File: src/dlpc_pkg.sv
package dlpc_pkg;

    // ------------------------------------------------------------
    // Clock and times
    // ------------------------------------------------------------
    localparam int CLK_MHZ = 100;
    localparam int CLK_NS = 10;
    localparam int SLOW_MIN_US = 1000;
    localparam int FAST_MIN_US = 50;
    localparam int HOLD_MS = 800;
    localparam int REPEAT_MS = 25;
    localparam int ZC_WINDOW_MS = 50;
    localparam int STARTUP_MS = 50;
    localparam int CASCADE_NS = 50;

    localparam int SLOW_MIN_CYC = SLOW_MIN_US * CLK_MHZ;
    localparam int FAST_MIN_CYC = FAST_MIN_US * CLK_MHZ;
    localparam int HOLD_CYC = HOLD_MS * 1000 * CLK_MHZ;
    localparam int REPEAT_CYC = REPEAT_MS * 1000 * CLK_MHZ;
    localparam int ZC_WAIT_CYC = ZC_WINDOW_MS * 1000 * CLK_MHZ;
    localparam int STARTUP_CYC = STARTUP_MS * 1000 * CLK_MHZ;
    localparam int CASCADE_CYC = CASCADE_NS / CLK_NS;

    // ------------------------------------------------------------
    // Widths, positions and reset values
    // ------------------------------------------------------------
    localparam int SHIFT_W = 16;
    localparam int CNT_W = 27;
    localparam int NUM_POT = 2;
    localparam int NUM_BTN = 5;
    localparam int BTN_MUTE = 4;
    localparam logic [6:0] POS_MIN = 7'h00;
    localparam logic [6:0] POS_MAX = 7'h7F;
    localparam logic [7:0] MUTE_POSITION = 8'h80;

    // Index of each pin in the synchroniser vector.
    localparam int PIN_SRST = 0;
    localparam int PIN_SCLK = 1;
    localparam int PIN_SDIN = 2;
    localparam int PIN_BTN = 3;
    localparam int PIN_MODE = 8;
    localparam int PIN_ZCG_N = 9;
    localparam int PIN_ZC = 10;
    localparam int PIN_COUNT = 12;

    typedef struct packed {
        logic mute;
        logic [6:0] pos;
    } dlpc_setting_s;

    localparam dlpc_setting_s SETTING_RESET = '{mute: 1'b0, pos: 7'h7F};
    localparam logic [15:0] SHIFT_RESET = 16'h7F7F;

    typedef enum {PORT_IDLE, PORT_OPEN} dlpc_port_e;
    typedef enum {BTN_IDLE, BTN_QUAL, BTN_HELD} dlpc_btn_e;

endpackage

File: src/dlpc_button.sv
`timescale 1ns/1ns
module dlpc_button
    import dlpc_pkg::*;
#(
    parameter int unsigned SLOW_MIN = SLOW_MIN_CYC,
    parameter int unsigned FAST_MIN = FAST_MIN_CYC,
    parameter int unsigned HOLD = HOLD_CYC,
    parameter int unsigned REPEAT = REPEAT_CYC,
    parameter bit REPEAT_EN = 1'b1
) (
    // Clock and reset
    input wire logic ref_clk,
    input wire logic rst,
    // Synchronised button level, low while pressed
    input wire logic press_n,
    // Timing controls
    input wire logic live,
    input wire logic slow_mode,
    // Step request
    output logic step
);

    dlpc_btn_e state_reg;
    logic [CNT_W-1:0] hold_cnt_reg;
    logic [CNT_W-1:0] rep_cnt_reg;
    logic [CNT_W-1:0] min_lim;

    assign min_lim = slow_mode ? CNT_W'(SLOW_MIN) : CNT_W'(FAST_MIN);

    // ------------------------------------------------------------
    // Press qualification and hold-to-repeat
    // ------------------------------------------------------------
    // Any bounce back high during qualification drops the press, so
    // a closure must be stable for longer than the minimum width.
    always_ff @(posedge ref_clk) begin
        if (rst) begin
            state_reg <= BTN_IDLE;
            hold_cnt_reg <= '0;
            rep_cnt_reg <= '0;
            step <= 1'b0;
        end else begin
            step <= 1'b0;
            case (state_reg)
                BTN_IDLE: begin
                    hold_cnt_reg <= '0;
                    rep_cnt_reg <= '0;
                    if (live && !press_n) begin // [RULE_09]
                        state_reg <= BTN_QUAL;
                    end
                end
                BTN_QUAL: begin
                    if (press_n) begin
                        state_reg <= BTN_IDLE;
                    end else if (hold_cnt_reg == min_lim) begin // [RULE_11]
                        step <= 1'b1; // [RULE_09]
                        state_reg <= BTN_HELD;
                    end else begin
                        hold_cnt_reg <= hold_cnt_reg + 1'b1;
                    end
                end
                BTN_HELD: begin
                    if (press_n) begin
                        state_reg <= BTN_IDLE;
                    end else if (hold_cnt_reg < CNT_W'(HOLD)) begin
                        hold_cnt_reg <= hold_cnt_reg + 1'b1;
                    end else if (REPEAT_EN) begin
                        if (rep_cnt_reg == CNT_W'(REPEAT - 1)) begin // [RULE_13]
                            step <= 1'b1;
                            rep_cnt_reg <= '0;
                        end else begin
                            rep_cnt_reg <= rep_cnt_reg + 1'b1;
                        end
                    end
                end
                default: state_reg <= BTN_IDLE;
            endcase
        end
    end

    chk_step_single: // [RULE_09]
    assert property (@(posedge ref_clk) disable iff (rst)
        step |=> !step)
    else $error("Step pulse lasted more than one cycle.");

    chk_step_live: // [RULE_25]
    assert property (@(posedge ref_clk) disable iff (rst)
        (!live && state_reg == BTN_IDLE) |=> !step)
    else $error("Step issued from an idle button before start-up.");

endmodule

File: src/dlpc_control.sv
`timescale 1ns/1ns
// What this block does
// RULE_01 - A session opens when the port enable rises; activity is ignored while low.
// RULE_02 - While open, serial data is sampled on each serial clock rising edge.
// RULE_03 - A 16-bit shift register: low byte pot 0, high byte pot 1.
// RULE_04 - Bits 0-6 set pot 0 position; bit 7 mutes pot 0.
// RULE_05 - Bits 8-14 set pot 1 position; bit 15 mutes pot 1.
// RULE_06 - Host shifts least significant bit first, pot 0 byte before pot 1.
// RULE_07 - Host clocks all 16 bits before closing the session.
// RULE_08 - On enable fall, the shift register loads both wiper settings at once.
// RULE_09 - Each qualified button pulse moves that wiper exactly one position.
// RULE_10 - Attenuate steps toward the low end, gain toward the high end; code steps attenuate up toward 127 and gain down toward 0.
// RULE_11 - Single pulse lasts over 1 ms slow, over 50 us fast, to 0.8 s.
// RULE_12 - Button source spaces pulses by 1 ms slow or 50 us fast.
// RULE_13 - Held past 0.8 s, the wiper steps again every 25 ms.
// RULE_14 - Debounce mode pin is latched at power-up; high slow, low fast.
// RULE_15 - Gated serial changes wait for zero crossing or 50 ms after close.
// RULE_16 - Gate pin low enables gating; high applies changes at once.
// RULE_17 - With gating on, each button step waits for crossing or 50 ms.
// RULE_18 - Each mute activation toggles both wipers to 128 and back.
// RULE_19 - Any step button activation cancels an active hardware mute.
// RULE_20 - Host leaves software mute by rewriting the frame with mute bits clear.
// RULE_21 - The bit shifted out appears on the cascade output within 50 ns.
// RULE_22 - A chain of N devices takes 16 times N bits per session.
// RULE_23 - Readback shows bit 0 at session open; unchanged data reloads on close.
// RULE_24 - Both wiper settings start at position 127 after power-up.
// RULE_25 - Buttons and mute are ignored for 50 ms after power-up.
// RULE_26 - Host keeps the port enable high throughout any serial transfer.
// RULE_27 - Button steps saturate at positions 0 and 127, never wrapping.
// RULE_28 - Button timing runs from the internal clock, not the serial clock.
module dlpc_control
    import dlpc_pkg::*;
#(
    parameter int unsigned ZC_WAIT = ZC_WAIT_CYC,
    parameter int unsigned STARTUP = STARTUP_CYC,
    parameter int unsigned SLOW_MIN = SLOW_MIN_CYC,
    parameter int unsigned FAST_MIN = FAST_MIN_CYC,
    parameter int unsigned HOLD = HOLD_CYC,
    parameter int unsigned REPEAT = REPEAT_CYC
) (
    // Clock and reset
    input wire logic ref_clk,
    input wire logic rst,
    // Three-wire serial port
    input wire logic serial_rst_n,
    input wire logic serial_clk,
    input wire logic serial_din,
    output logic chain_serial_out,
    // Push buttons, low while pressed
    input wire logic pot0_attenuate_button,
    input wire logic pot0_gain_button,
    input wire logic pot1_attenuate_button,
    input wire logic pot1_gain_button,
    input wire logic hw_mute_button,
    // Straps and zero-crossing detection
    input wire logic debounce_slow_mode,
    input wire logic zero_cross_gate_n,
    input wire logic pot0_zero_cross,
    input wire logic pot1_zero_cross,
    // Wiper positions, 0 to 127, 128 is mute
    output logic [7:0] pot0_position,
    output logic [7:0] pot1_position
);

    localparam int CASC_MAX = 2;

    logic [PIN_COUNT-1:0] pins;
    logic [PIN_COUNT-1:0] sync1_reg;
    logic [PIN_COUNT-1:0] sync2_reg;
    logic sclk_prev_reg;
    logic sclk_rise;
    logic sess;
    logic sdin;
    logic gate_on;

    dlpc_port_e port_state_reg;
    logic [SHIFT_W-1:0] shift_reg;
    logic serial_load;

    logic slow_mode_reg;
    logic mode_done_reg;
    logic [CNT_W-1:0] startup_cnt_reg;
    logic live_reg;
    logic [NUM_BTN-1:0] btn_step;
    logic hw_mute_reg;

    dlpc_setting_s target_reg [NUM_POT];
    dlpc_setting_s applied_reg [NUM_POT];
    logic pending_reg [NUM_POT];
    logic [CNT_W-1:0] zc_timer_reg [NUM_POT];
    logic [7:0] position_reg [NUM_POT];

    // ------------------------------------------------------------
    // Pin synchronisers
    // ------------------------------------------------------------
    assign pins = {pot1_zero_cross, pot0_zero_cross, zero_cross_gate_n,
                   debounce_slow_mode, hw_mute_button, pot1_gain_button,
                   pot1_attenuate_button, pot0_gain_button,
                   pot0_attenuate_button, serial_din, serial_clk,
                   serial_rst_n};

    // The synchronisers run through reset, so the mode strap already
    // stands in the second stage at the first edge after release.
    always_ff @(posedge ref_clk) begin
        sync1_reg <= pins;
        sync2_reg <= sync1_reg;
    end

    always_ff @(posedge ref_clk) begin
        if (rst) begin
            sclk_prev_reg <= 1'b0;
        end else begin
            sclk_prev_reg <= sync2_reg[PIN_SCLK];
        end
    end

    // The serial clock is a pin, so its edges are found after two
    // flops; this keeps the whole block on one clock.
    assign sclk_rise = sync2_reg[PIN_SCLK] && !sclk_prev_reg; // [RULE_02]
    assign sess = sync2_reg[PIN_SRST];
    assign sdin = sync2_reg[PIN_SDIN];
    assign gate_on = !sync2_reg[PIN_ZCG_N]; // [RULE_16]

    // ------------------------------------------------------------
    // Serial port and cascade output
    // ------------------------------------------------------------
    assign serial_load = (port_state_reg == PORT_OPEN) && !sess; // [RULE_08]

    always_ff @(posedge ref_clk) begin
        if (rst) begin
            port_state_reg <= PORT_IDLE;
            shift_reg <= SHIFT_RESET;
            chain_serial_out <= 1'b0;
        end else begin
            case (port_state_reg)
                PORT_IDLE: begin
                    if (sess) begin // [RULE_01]
                        port_state_reg <= PORT_OPEN;
                        // Current settings go out first, bit 0 at once.
                        shift_reg <= {target_reg[1], target_reg[0]}; // [RULE_23]
                        chain_serial_out <= target_reg[0].pos[0]; // [RULE_23]
                    end
                end
                PORT_OPEN: begin
                    if (!sess) begin
                        port_state_reg <= PORT_IDLE;
                    end else if (sclk_rise) begin
                        shift_reg <= {sdin, shift_reg[SHIFT_W-1:1]}; // [RULE_03]
                        chain_serial_out <= shift_reg[1]; // [RULE_21]
                    end
                end
                default: port_state_reg <= PORT_IDLE;
            endcase
        end
    end

    chk_shift_in: // [RULE_02]
    assert property (@(posedge ref_clk) disable iff (rst)
        (port_state_reg == PORT_OPEN && sess && sclk_rise) |=>
        shift_reg == {$past(sdin), $past(shift_reg[SHIFT_W-1:1])})
    else $error("Serial bit not shifted in on clock edge.");

    chk_idle_ignored: // [RULE_01]
    assert property (@(posedge ref_clk) disable iff (rst)
        (port_state_reg == PORT_IDLE && !sess) |=> $stable(shift_reg))
    else $error("Shift register moved with the port closed.");

    chk_cascade_bit: // [RULE_21]
    assert property (@(posedge ref_clk) disable iff (rst)
        (port_state_reg == PORT_OPEN && sess && sclk_rise) |->
        ##[1:CASC_MAX] chain_serial_out == shift_reg[0])
    else $error("Cascade output lags the shifted bit.");

    chk_readback_open: // [RULE_23]
    assert property (@(posedge ref_clk) disable iff (rst)
        (port_state_reg == PORT_IDLE && sess) |=>
        (shift_reg == {$past(target_reg[1]), $past(target_reg[0])}
         && chain_serial_out == shift_reg[0]))
    else $error("Session open did not present current settings.");

    // ------------------------------------------------------------
    // Power-up strap and start-up hold-off
    // ------------------------------------------------------------
    always_ff @(posedge ref_clk) begin
        if (rst) begin
            slow_mode_reg <= 1'b0;
            mode_done_reg <= 1'b0;
        end else if (!mode_done_reg) begin
            slow_mode_reg <= sync2_reg[PIN_MODE]; // [RULE_14]
            mode_done_reg <= 1'b1;
        end
    end

    always_ff @(posedge ref_clk) begin
        if (rst) begin
            startup_cnt_reg <= '0;
            live_reg <= 1'b0;
        end else if (!live_reg) begin
            if (startup_cnt_reg == CNT_W'(STARTUP - 1)) begin // [RULE_25]
                live_reg <= 1'b1;
            end else begin
                startup_cnt_reg <= startup_cnt_reg + 1'b1;
            end
        end
    end

    chk_mode_held: // [RULE_14]
    assert property (@(posedge ref_clk) disable iff (rst)
        mode_done_reg |=> $stable(slow_mode_reg))
    else $error("Debounce mode changed after power-up.");

    chk_startup_quiet: // [RULE_25]
    assert property (@(posedge ref_clk) disable iff (rst)
        !live_reg |-> (btn_step == '0))
    else $error("Button step before start-up hold-off ended.");

    // ------------------------------------------------------------
    // Buttons and hardware mute
    // ------------------------------------------------------------
    for (genvar b = 0; b < NUM_BTN; b++) begin : g_btn
        dlpc_button #(
            .SLOW_MIN(SLOW_MIN),
            .FAST_MIN(FAST_MIN),
            .HOLD(HOLD),
            .REPEAT(REPEAT),
            .REPEAT_EN(b != BTN_MUTE)
        ) u_btn (
            .ref_clk(ref_clk),
            .rst(rst),
            .press_n(sync2_reg[PIN_BTN + b]),
            .live(live_reg),
            .slow_mode(slow_mode_reg),
            .step(btn_step[b])
        );
    end

    always_ff @(posedge ref_clk) begin
        if (rst) begin
            hw_mute_reg <= 1'b0;
        end else if (btn_step[NUM_BTN-2:0] != '0) begin
            hw_mute_reg <= 1'b0; // [RULE_19]
        end else if (btn_step[BTN_MUTE]) begin
            hw_mute_reg <= !hw_mute_reg; // [RULE_18]
        end
    end

    chk_mute_toggle: // [RULE_18]
    assert property (@(posedge ref_clk) disable iff (rst)
        (btn_step == NUM_BTN'(1 << BTN_MUTE)) |=>
        hw_mute_reg != $past(hw_mute_reg) ##1
        (pot0_position == MUTE_POSITION) == hw_mute_reg
        || applied_reg[0].mute)
    else $error("Hardware mute did not toggle the wipers.");

    // ------------------------------------------------------------
    // Per-potentiometer setting, gating and position
    // ------------------------------------------------------------
    for (genvar i = 0; i < NUM_POT; i++) begin : g_pot
        logic atn;
        logic gan;
        logic apply_now;

        assign atn = btn_step[2*i];
        assign gan = btn_step[2*i+1];
        assign apply_now = !gate_on || sync2_reg[PIN_ZC + i]
            || zc_timer_reg[i] == CNT_W'(ZC_WAIT - 1); // [RULE_15]

        // A step that arrives while one is waiting keeps the running
        // window, so held repeats cannot starve without crossings.
        always_ff @(posedge ref_clk) begin
            if (rst) begin
                target_reg[i] <= SETTING_RESET; // [RULE_24]
                pending_reg[i] <= 1'b0;
                zc_timer_reg[i] <= '0;
            end else if (serial_load) begin
                target_reg[i] <= shift_reg[8*i +: 8]; // [RULE_08]
                pending_reg[i] <= 1'b1;
                zc_timer_reg[i] <= '0; // [RULE_15]
            end else if (atn || gan) begin
                if (atn) begin
                    target_reg[i].pos <= (target_reg[i].pos == POS_MAX) ?
                        POS_MAX : target_reg[i].pos + 7'h01; // [RULE_10] [RULE_27]
                end else begin
                    target_reg[i].pos <= (target_reg[i].pos == POS_MIN) ?
                        POS_MIN : target_reg[i].pos - 7'h01; // [RULE_10] [RULE_27]
                end
                pending_reg[i] <= 1'b1; // [RULE_17]
                if (!pending_reg[i]) begin
                    zc_timer_reg[i] <= '0;
                end
            end else if (pending_reg[i]) begin
                if (apply_now) begin
                    pending_reg[i] <= 1'b0;
                    zc_timer_reg[i] <= '0;
                end else begin
                    zc_timer_reg[i] <= zc_timer_reg[i] + 1'b1;
                end
            end
        end

        always_ff @(posedge ref_clk) begin
            if (rst) begin
                applied_reg[i] <= SETTING_RESET; // [RULE_24]
            end else if (pending_reg[i] && apply_now) begin
                applied_reg[i] <= target_reg[i]; // [RULE_16] [RULE_17]
            end
        end

        always_ff @(posedge ref_clk) begin
            if (rst) begin
                position_reg[i] <= {1'b0, POS_MAX};
            end else if (hw_mute_reg || applied_reg[i].mute) begin
                position_reg[i] <= MUTE_POSITION; // [RULE_04] [RULE_05]
            end else begin
                position_reg[i] <= {1'b0, applied_reg[i].pos};
            end
        end

        chk_ungated_apply: // [RULE_16]
        assert property (@(posedge ref_clk) disable iff (rst)
            (pending_reg[i] && !gate_on && !serial_load && !atn && !gan)
            |=> !pending_reg[i] && applied_reg[i] == $past(target_reg[i]))
        else $error("Ungated change was not applied at once.");

        chk_zc_timeout: // [RULE_15]
        assert property (@(posedge ref_clk) disable iff (rst)
            (pending_reg[i] && zc_timer_reg[i] == CNT_W'(ZC_WAIT - 1)
             && !serial_load && !atn && !gan) |=> !pending_reg[i])
        else $error("Zero-crossing window did not time out.");

        chk_soft_mute: // [RULE_04]
        assert property (@(posedge ref_clk) disable iff (rst)
            applied_reg[i].mute |=> position_reg[i] == MUTE_POSITION)
        else $error("Software mute bit did not force mute position.");

        chk_saturate_low: // [RULE_27]
        assert property (@(posedge ref_clk) disable iff (rst)
            (gan && !atn && !serial_load && target_reg[i].pos == POS_MIN)
            |=> target_reg[i].pos == POS_MIN)
        else $error("Gain step wrapped below position zero.");
    end

    assign pot0_position = position_reg[0];
    assign pot1_position = position_reg[1];

endmodule

File: config.mk
export PLATFORM = sky130hd
export DESIGN_NAME = dlpc_control
export DESIGN_NICKNAME = d
export VERILOG_FILES = /design/src/dlpc_pkg.sv /design/src/dlpc_button.sv /design/src/dlpc_control.sv
export SDC_FILE = /design/constraint.sdc
export NUM_CORES = 1
export LEC_CHECK = 0
export BUFFER_PORTS_ARGS = -buffer_cell sky130_fd_sc_hd__clkbuf_2
export CAP_MARGIN = 20
export CORE_UTILIZATION = 67
export DETAILED_ROUTE_END_ITERATION = 8
export PLACE_DENSITY = 0.92
export SLEW_MARGIN = 5
export SYNTH_ARGS = -nofsm -noshare
export SYNTH_HDL_FRONTEND = slang
export SYNTH_SLANG_ARGS = --single-unit
File: constraint.sdc
create_clock -name ref_clk -period 6.05 [get_ports ref_clk]
set_input_delay 0.3025 -clock ref_clk [delete_from_list [all_inputs] [get_ports ref_clk]]
set_output_delay 0.3025 -clock ref_clk [all_outputs]
set_load 0.01 [all_outputs]
==> metrics.txt, run 1 <==
status completed; pre-CTS setup slack 2601 ps; routability cong. 0.9056; fraction of registers with async set/reset 0%; Final TNS setup 0 ps; # Post-CTS Setup Buffers 0; synth warn 0; vias in the first global route 19020; reg2reg end g_btn[0].u_btn.hold_cnt_reg[2]$_SDFFE_PP0P_; root buffer cell clkbuf_16; Rows 67; Max Slew Vio Count 0; synth cell count leaders dfxtp_1 (332), nor2_1 (296), nand2_1 (227); P per Cell Area around 270 nW/um^2; hold path depth 2; drt initial violations around 2000; Worst VDD drop 0.2116 mV; post-synthesis compound-gate area fraction 14.94%; HPWL after DPL roughly 35 mm; Max-Slew Margin vs Limit 30.76%; largest family of logic cells by synthesized area simple AND/OR/NAND/NOR gates; critical path peak fanout 16; post-synthesis sequential area ratio a little over two fifths; Mapped Area 22810 sq um; post-route setup slack 2510 ps; HP Start rst; max reg flops roughly 140; Max Clock Skew 22.63 ps; Simple-Gate Fraction of Synth Area 28.81%; core area 33530 sq um; count leader, synth dfxtp_1; Syn-to-layout area delta 8.465%; Power, Total between 0.006 and 0.007 W; layout cell share with drive strength beyond 1 7.135%; period utilization 58.51%; MaxCap Viol Count 0; GRT Total Usage 30.02%; htree depth 2; worst hold path class input port to flip-flop; endpoints failing hold 0; clk sink count 436; Yosys cell types 90; total congestion overflow 0; Arrival @ worst endpoint 4010 ps; XOR/XNOR Fraction of Synth Area just over 6%; drc violations 0; cell depth of the worst flop-to-flop path 7; Initial Util between 60 and 70%; Worst Path Required 6520 ps; CTS tree yes; ANT nets after route 0; Post-synth EDFFs 104; crit path capture type flip-flop; Die W 186.5 um; CTS clock-pin slew for the worst setup and hold paths 60 ps; Layout Cells excl Fill 3126; Post-Place Cells about 3000; flops & latches, synth 436; Synth area leaders dfxtp_1 (29%), edfxtp_1 (14%), nor2_1 (4.9%); Post-Syn Instances 2653; measured slew at the worst slew-check pin 1036 ps; Setup Viol. Count Final 0; Post-CTS Resized 0; fin util 73.77%; Die Footprint 34780 sq um; Clock Tree Buf Depth 3; top-area cell type share of the netlist area 29.14%; DR vias 20490; largest net degree at the start of global routing 92; drt pass-1 iters 6; initial antenna violation count 1; Die Y 186.5 um; RSZ-0062 raised after global routing false; first-pass GRT wire length 90.31 mm; area leader, netlist dfxtp_1; CTS buffer count 44; P_leak around 8 nW; final WL 54.77 mm; Reg-to-Reg Start slow_mode_reg$_SDFFE_PP0N_; port bufs 30; Synth Area in Adders around 2.3%; worst skew pair latency approximately 560 ps; Max Clk Rate 282.5 MHz; Period minus WS final between 3000 and 4000 ps; type of the setup path with the least slack flip-flop to flip-flop; Avg Inst Size Synth ~8.6 sq um; Avg WL per Cell 17.52 um; element type at the critical path start flip-flop; Final #Nets 2698; # IOs 31; Vias/cell 6.553; reg2reg setup slack 2510 ps; top_reg_cell synth dfxtp_1; mux cell area share after synthesis between 1 and 1.5%; Hold Path End g_btn[2].u_btn.hold_cnt_reg[20]$_SDFFE_PP0P_
## where the power goes
group	internal, W	switching (W)
logic	0.000258	0.000431
clock network	0.00156	0.00116
registers	0.00316	0.000171
total	0.00497	0.00176
## what timing repair did
| item | CTS | global route |
|---|---|---|
| endpoints found under the setup margin | 0 | 0 |
| hold buffers | 12 | 0 |
| endpoints found under the hold margin | 12 | 0 |
## metrics by stage
| stage | hold slack (ps) | cell area, sq um |
|---|---|---|
| 2_1_floorplan | 309.6 | 22860 |
| 3_3_place_gp | 309.9 | 23090 |
| 3_5_place_dp | 312.1 | 23090 |
| 4_1_cts | 245.7 | 24660 |
| 5_1_grt | 290.0 | 24740 |
| 6_report | 254.4 | 24740 |
## placed cells by master (no fill, tap or decap), drive strengths merged, types with 14 or more instances in the layout
cell    synthesis  routed
a211oi         25      25
xor2           87      87
o31ai          15      15
and3           60      60
xnor2          74      74
nand2         228     228
dfxtp         332     332
a21o           16      16
a31o           19      19
nand4          80      80
nor2          300     300
o211ai         26      26
or3            71      71
clkinv          2      14
or2            20      20
o21ai         135     135
clkbuf         86      92
edfxtp        104     104
nor4b          27      27
inv            88      92
a21oi         173     173
and2           30      30
conb            1      16
nand3         159     159
nor2b          23      23
ha             42      42
nor3           71      71
mux2i          24      24
and4           27      27
o21a           14      14
nor4           43      43
a31oi          21      21
or4            42      42
## logic make-up after synthesis
kind of cell / Yosys count
adders and majority gates: 42
AOI/OAI and AO/OA: 528
and+or+nand+nor: 1248
buffers and inverters: 213
other: 1
DFF: 436
xor gates and xnor gates: 161
muxes: 24
## worst max-delay path, stage by stage (launching register included)
cell	delay [ps]
dfxtp_1	940
nor4b_1	140
nand4b_1	170
a211oi_1	130
a21oi_1	830
nand3_1	480
or3b_2	570
a21oi_1	160
## metal layers
metal	up-vias	global-route usage [%]	share of wire, %
li1	9653	-	-
met4	0	9.931	2.9
met5	-	0	0
met1	9759	38.32	41
met2	916	52.90	50
met3	157	3.404	6.4
## final cells by class
| type | instances | area, sq um |
|---|---|---|
| clock buffers | 63 | 1305 |
| diodes | 1 | 2.502 |
| inverters | 90 | 337.8 |
| well taps | 448 | 560.5 |
| clock inverters | 18 | 151.4 |
| fillers | 2273 | 8796 |
| multi-input cells | 2019 | 12220 |
| flip-flops and latches | 436 | 9769 |
| repair buffers | 51 | 391.6 |
## worst max-delay path by stage
stage	start	depth (start not counted)	slack (ps)	to
2_1_floorplan	g_btn[2].u_btn.hold_cnt_reg[0]$_SDFFE_PP0P_	10	3650	g_btn[2].u_btn.hold_cnt_reg[19]$_SDFFE_PP0P_
4_1_cts	slow_mode_reg$_SDFFE_PP0N_	7	2510	g_btn[0].u_btn.hold_cnt_reg[2]$_SDFFE_PP0P_
3_3_place_gp	slow_mode_reg$_SDFFE_PP0N_	7	2810	g_btn[0].u_btn.hold_cnt_reg[3]$_SDFFE_PP0P_
6_report	slow_mode_reg$_SDFFE_PP0N_	7	2510	g_btn[0].u_btn.hold_cnt_reg[2]$_SDFFE_PP0P_
3_5_place_dp	slow_mode_reg$_SDFFE_PP0N_	7	2600	g_btn[0].u_btn.hold_cnt_reg[4]$_SDFFE_PP0P_
5_1_grt	port_state_reg[0]$_SDFFE_PP0P_	5	2390	zc_timer_reg[1][21]$_SDFFCE_PN0P_
(Power assumes the default switching activity.)
==> run 2: changes to the inputs <==
Settings changed: CORE_UTILIZATION 67 to 58, PLACE_DENSITY 0.92 to 0.85.
Clock period 6.05 ns to 3.25 ns, I/O delays scaled along.
==> run 2 against run 1 <==
  * Combinational power is 90% higher
  * Critical endpoint is now g_btn[2].u_btn.hold_cnt_reg[15]$_SDFFE_PP0P_
  * Sequential share of layout area is 0.55 points lower
  * Global-route usage is 4.8 points lower
  * Largest power group unchanged
  * Clock skew is 2.1 ps lower
  * Worst hold slack worse by 56 ps
  * Critical path type unchanged
  * Design area is 1.4% higher
  * Largest cell class unchanged
  * Maximum frequency is 17% higher
  * Worst setup slack worse by 2300 ps
  * Wire length is 6.0% lower
==> metrics.txt, run 2 (same netlist as run 1, synthesis figures left out) <==
Rows 72 (+7.5%); HPWL after DPL 34.16 mm (-1.9%); commonest non-fill, non-tap cell in the layout dfxtp_1; HP Start serial_rst_n; worst path bufs/invs 0 (unchanged); drt pass-1 iters 6 (unchanged); P per Cell Area 507.9 nW/um^2 (+87%); total congestion overflow 0 (unchanged); type of the setup path with the least slack flip-flop to flip-flop; Worst Path Required 3740 ps (-2780 ps); Max-Slew Margin vs Limit 40.71% (+9.9 points); drt initial violations 2065 (+4.2%); P_leak 8.394 nW (+1.9%); Worst VDD drop 0.4798 mV (+130%); Vias/cell 6.187 (-5.6%); Arrival @ worst endpoint 3520 ps (-490 ps); most frequent cells in the layout dfxtp_1 (331), nor2_1 (296), nand2_1 (227), a21oi_1 (173), nand3_1 (159); # fillers 3069 (+35%); Initial Util 58.87% (-9.1 points); root buffer cell clkbuf_16; final WL 51.49 mm (-6.0%); Final #Nets 2730 (+1.2%); Syn-to-layout area delta 10.01%; placed cell area 23410 sq um (+1.4%); critical path peak fanout 28 (+12); Avg WL per Cell 15.95 um (-9.0%); Layout Cells excl Fill 3229 (+3.3%); n_diodes 0 (-1); # Post-CTS Setup Buffers 0 (unchanged); status completed; worst hold path class input port to flip-flop; endpoints failing hold 0 (unchanged); RSZ-0062 raised after global routing false; worst setup path start g_btn[2].u_btn.hold_cnt_reg[24]$_SDFFE_PP0P_; Post-Place Cells 3130 (+3.3%); Die Footprint 40120 sq um (+15%); max reg flops 135 (unchanged); element type at the critical path start flip-flop; crit path capture type flip-flop; MaxCap Viol Count 0 (unchanged); worst skew pair latency 600 ps (+40 ps); CTS buffer count 46 (+4.5%); Die W 200.3 um (+7.4%); layout cell share with drive strength beyond 1 8.115% (+0.98 points); Max Clk Rate 330.1 MHz (+17%); routability cong. 0.9072 (+0.18%); Period minus WS final 3030 ps (-510.0 ps); drc violations 0 (unchanged); first-pass GRT wire length 87.86 mm (-2.7%); measured slew at the worst slew-check pin 889.4 ps (-146.3 ps); initial antenna violation count 0 (-1); Clock Tree Buf Depth 3 (unchanged); largest net degree at the start of global routing 85 (-7.6%); clk sink count 436 (unchanged); vias in the first global route 18770 (-1.3%); Setup Viol. Count Final 0 (unchanged); # IOs 31 (unchanged); Max Clock Skew 20.49 ps (-2.145 ps); Top delay family on crit path compound AO/OA/AOI/OAI gates; Die Y 200.3 um (+7.4%); Max Slew Vio Count 0 (unchanged); fin util 64.77% (-9.0 points); Final TNS setup 0 ps (unchanged); CTS tree yes; fin area 25090 sq um (+1.4%); DR vias 19980 (-2.5%); GRT Total Usage 25.22% (-4.8 points); port bufs 30 (unchanged); Reg-to-Reg Start g_btn[2].u_btn.hold_cnt_reg[24]$_SDFFE_PP0P_; critical path, cell by cell or2_1 > or4_4 > a2111oi_2 > or2_2 > a211o_1 > a21oi_1 > o32ai_1; Crit-path slowest cell a211o_1; ANT nets after route 0 (unchanged); period utilization 93.22% (+35 points); core area 38740 sq um (+16%); peak per-stage delay on the critical path 720 ps (-220 ps); CTS clock-pin slew for the worst setup and hold paths 60 ps (about the same); htree depth 2 (unchanged)
-- run 2: changes by cell type in the layout (fill, tap and decap cells not counted), moves of 2 or more --
cell,previous run,this run
clkbuf_1,8,11
bufinv_16,1,3
buf_16,2,0
clkinv_1,4,6
inv_4,2,0
buf_4,6,37
-- run 2: final cells by class --
| class | instances | area, sq um | share of cell area (%) |
|---|---|---|---|
| clock inverter | 18 | 205.2 | 0.8179 |
| timing repair buffer | 81 | 579.3 | 2.309 |
| inverter | 90 | 337.8 | 1.346 |
| sequential | 436 | 9771 | 38.94 |
| tap | 518 | 648.1 | 2.583 |
| clock buffer | 67 | 1330 | 5.301 |
| multi-input combinational | 2019 | 12220 | 48.70 |
-- run 2: final timing paths --
check             depth (start not counted)                                            to  slack (ps)
setup / recovery                          7  g_btn[2].u_btn.hold_cnt_reg[15]$_SDFFE_PP0P_         220
hold / removal                            2                          sync1_reg[0]$_DFF_P_         200
hold reg to reg                           0                          sync2_reg[1]$_DFF_P_         320
setup reg to reg                          7  g_btn[2].u_btn.hold_cnt_reg[15]$_SDFFE_PP0P_         220
-- run 2: what timing repair did --
| item | 4_1_cts | 5_1_grt |
|---|---|---|
| setup endpoints to repair | 0 | 5 |
| gates resized for setup | 0 | 1 |
| hold endpoints to repair | 35 | 0 |
| hold buffers | 13 | 0 |
-- run 2: metal layers --
layer	share of wire [%]	track usage [%]	wire (um)	vias to the layer above
met5	0	0	0	-
met1	43	32.81	22390	9502
met3	5.9	3.954	3051	106
met2	49	42.99	25040	661
li1	-	-	-	9708
met4	2.0	7.797	1008	0
-- run 2: stage by stage --
| step | total power [W] | hold slack, ps | worst slack (ps) |
|---|---|---|---|
| after global placement | 0.007426 | 268.4 | 335.3 |
| after CTS | 0.01280 | 183.6 | 110.5 |
| after global routing | 0.01322 | 190.5 | 77.95 |
| after detailed placement | 0.007493 | 266.4 | 136.6 |
| final | 0.01274 | 198.3 | 220.4 |
| after floorplan | 0.007153 | 190.2 | 846.0 |
-- run 2: power by group --
group	leakage, nW	switching (W)	internal, W	total [W]
logic	3.96	0.000819	0.000488	0.00131
registers	3.67	0.000261	0.00587	0.00614
clock network	0.758	0.00220	0.00310	0.00530
total	8.39	0.00328	0.00946	0.0127
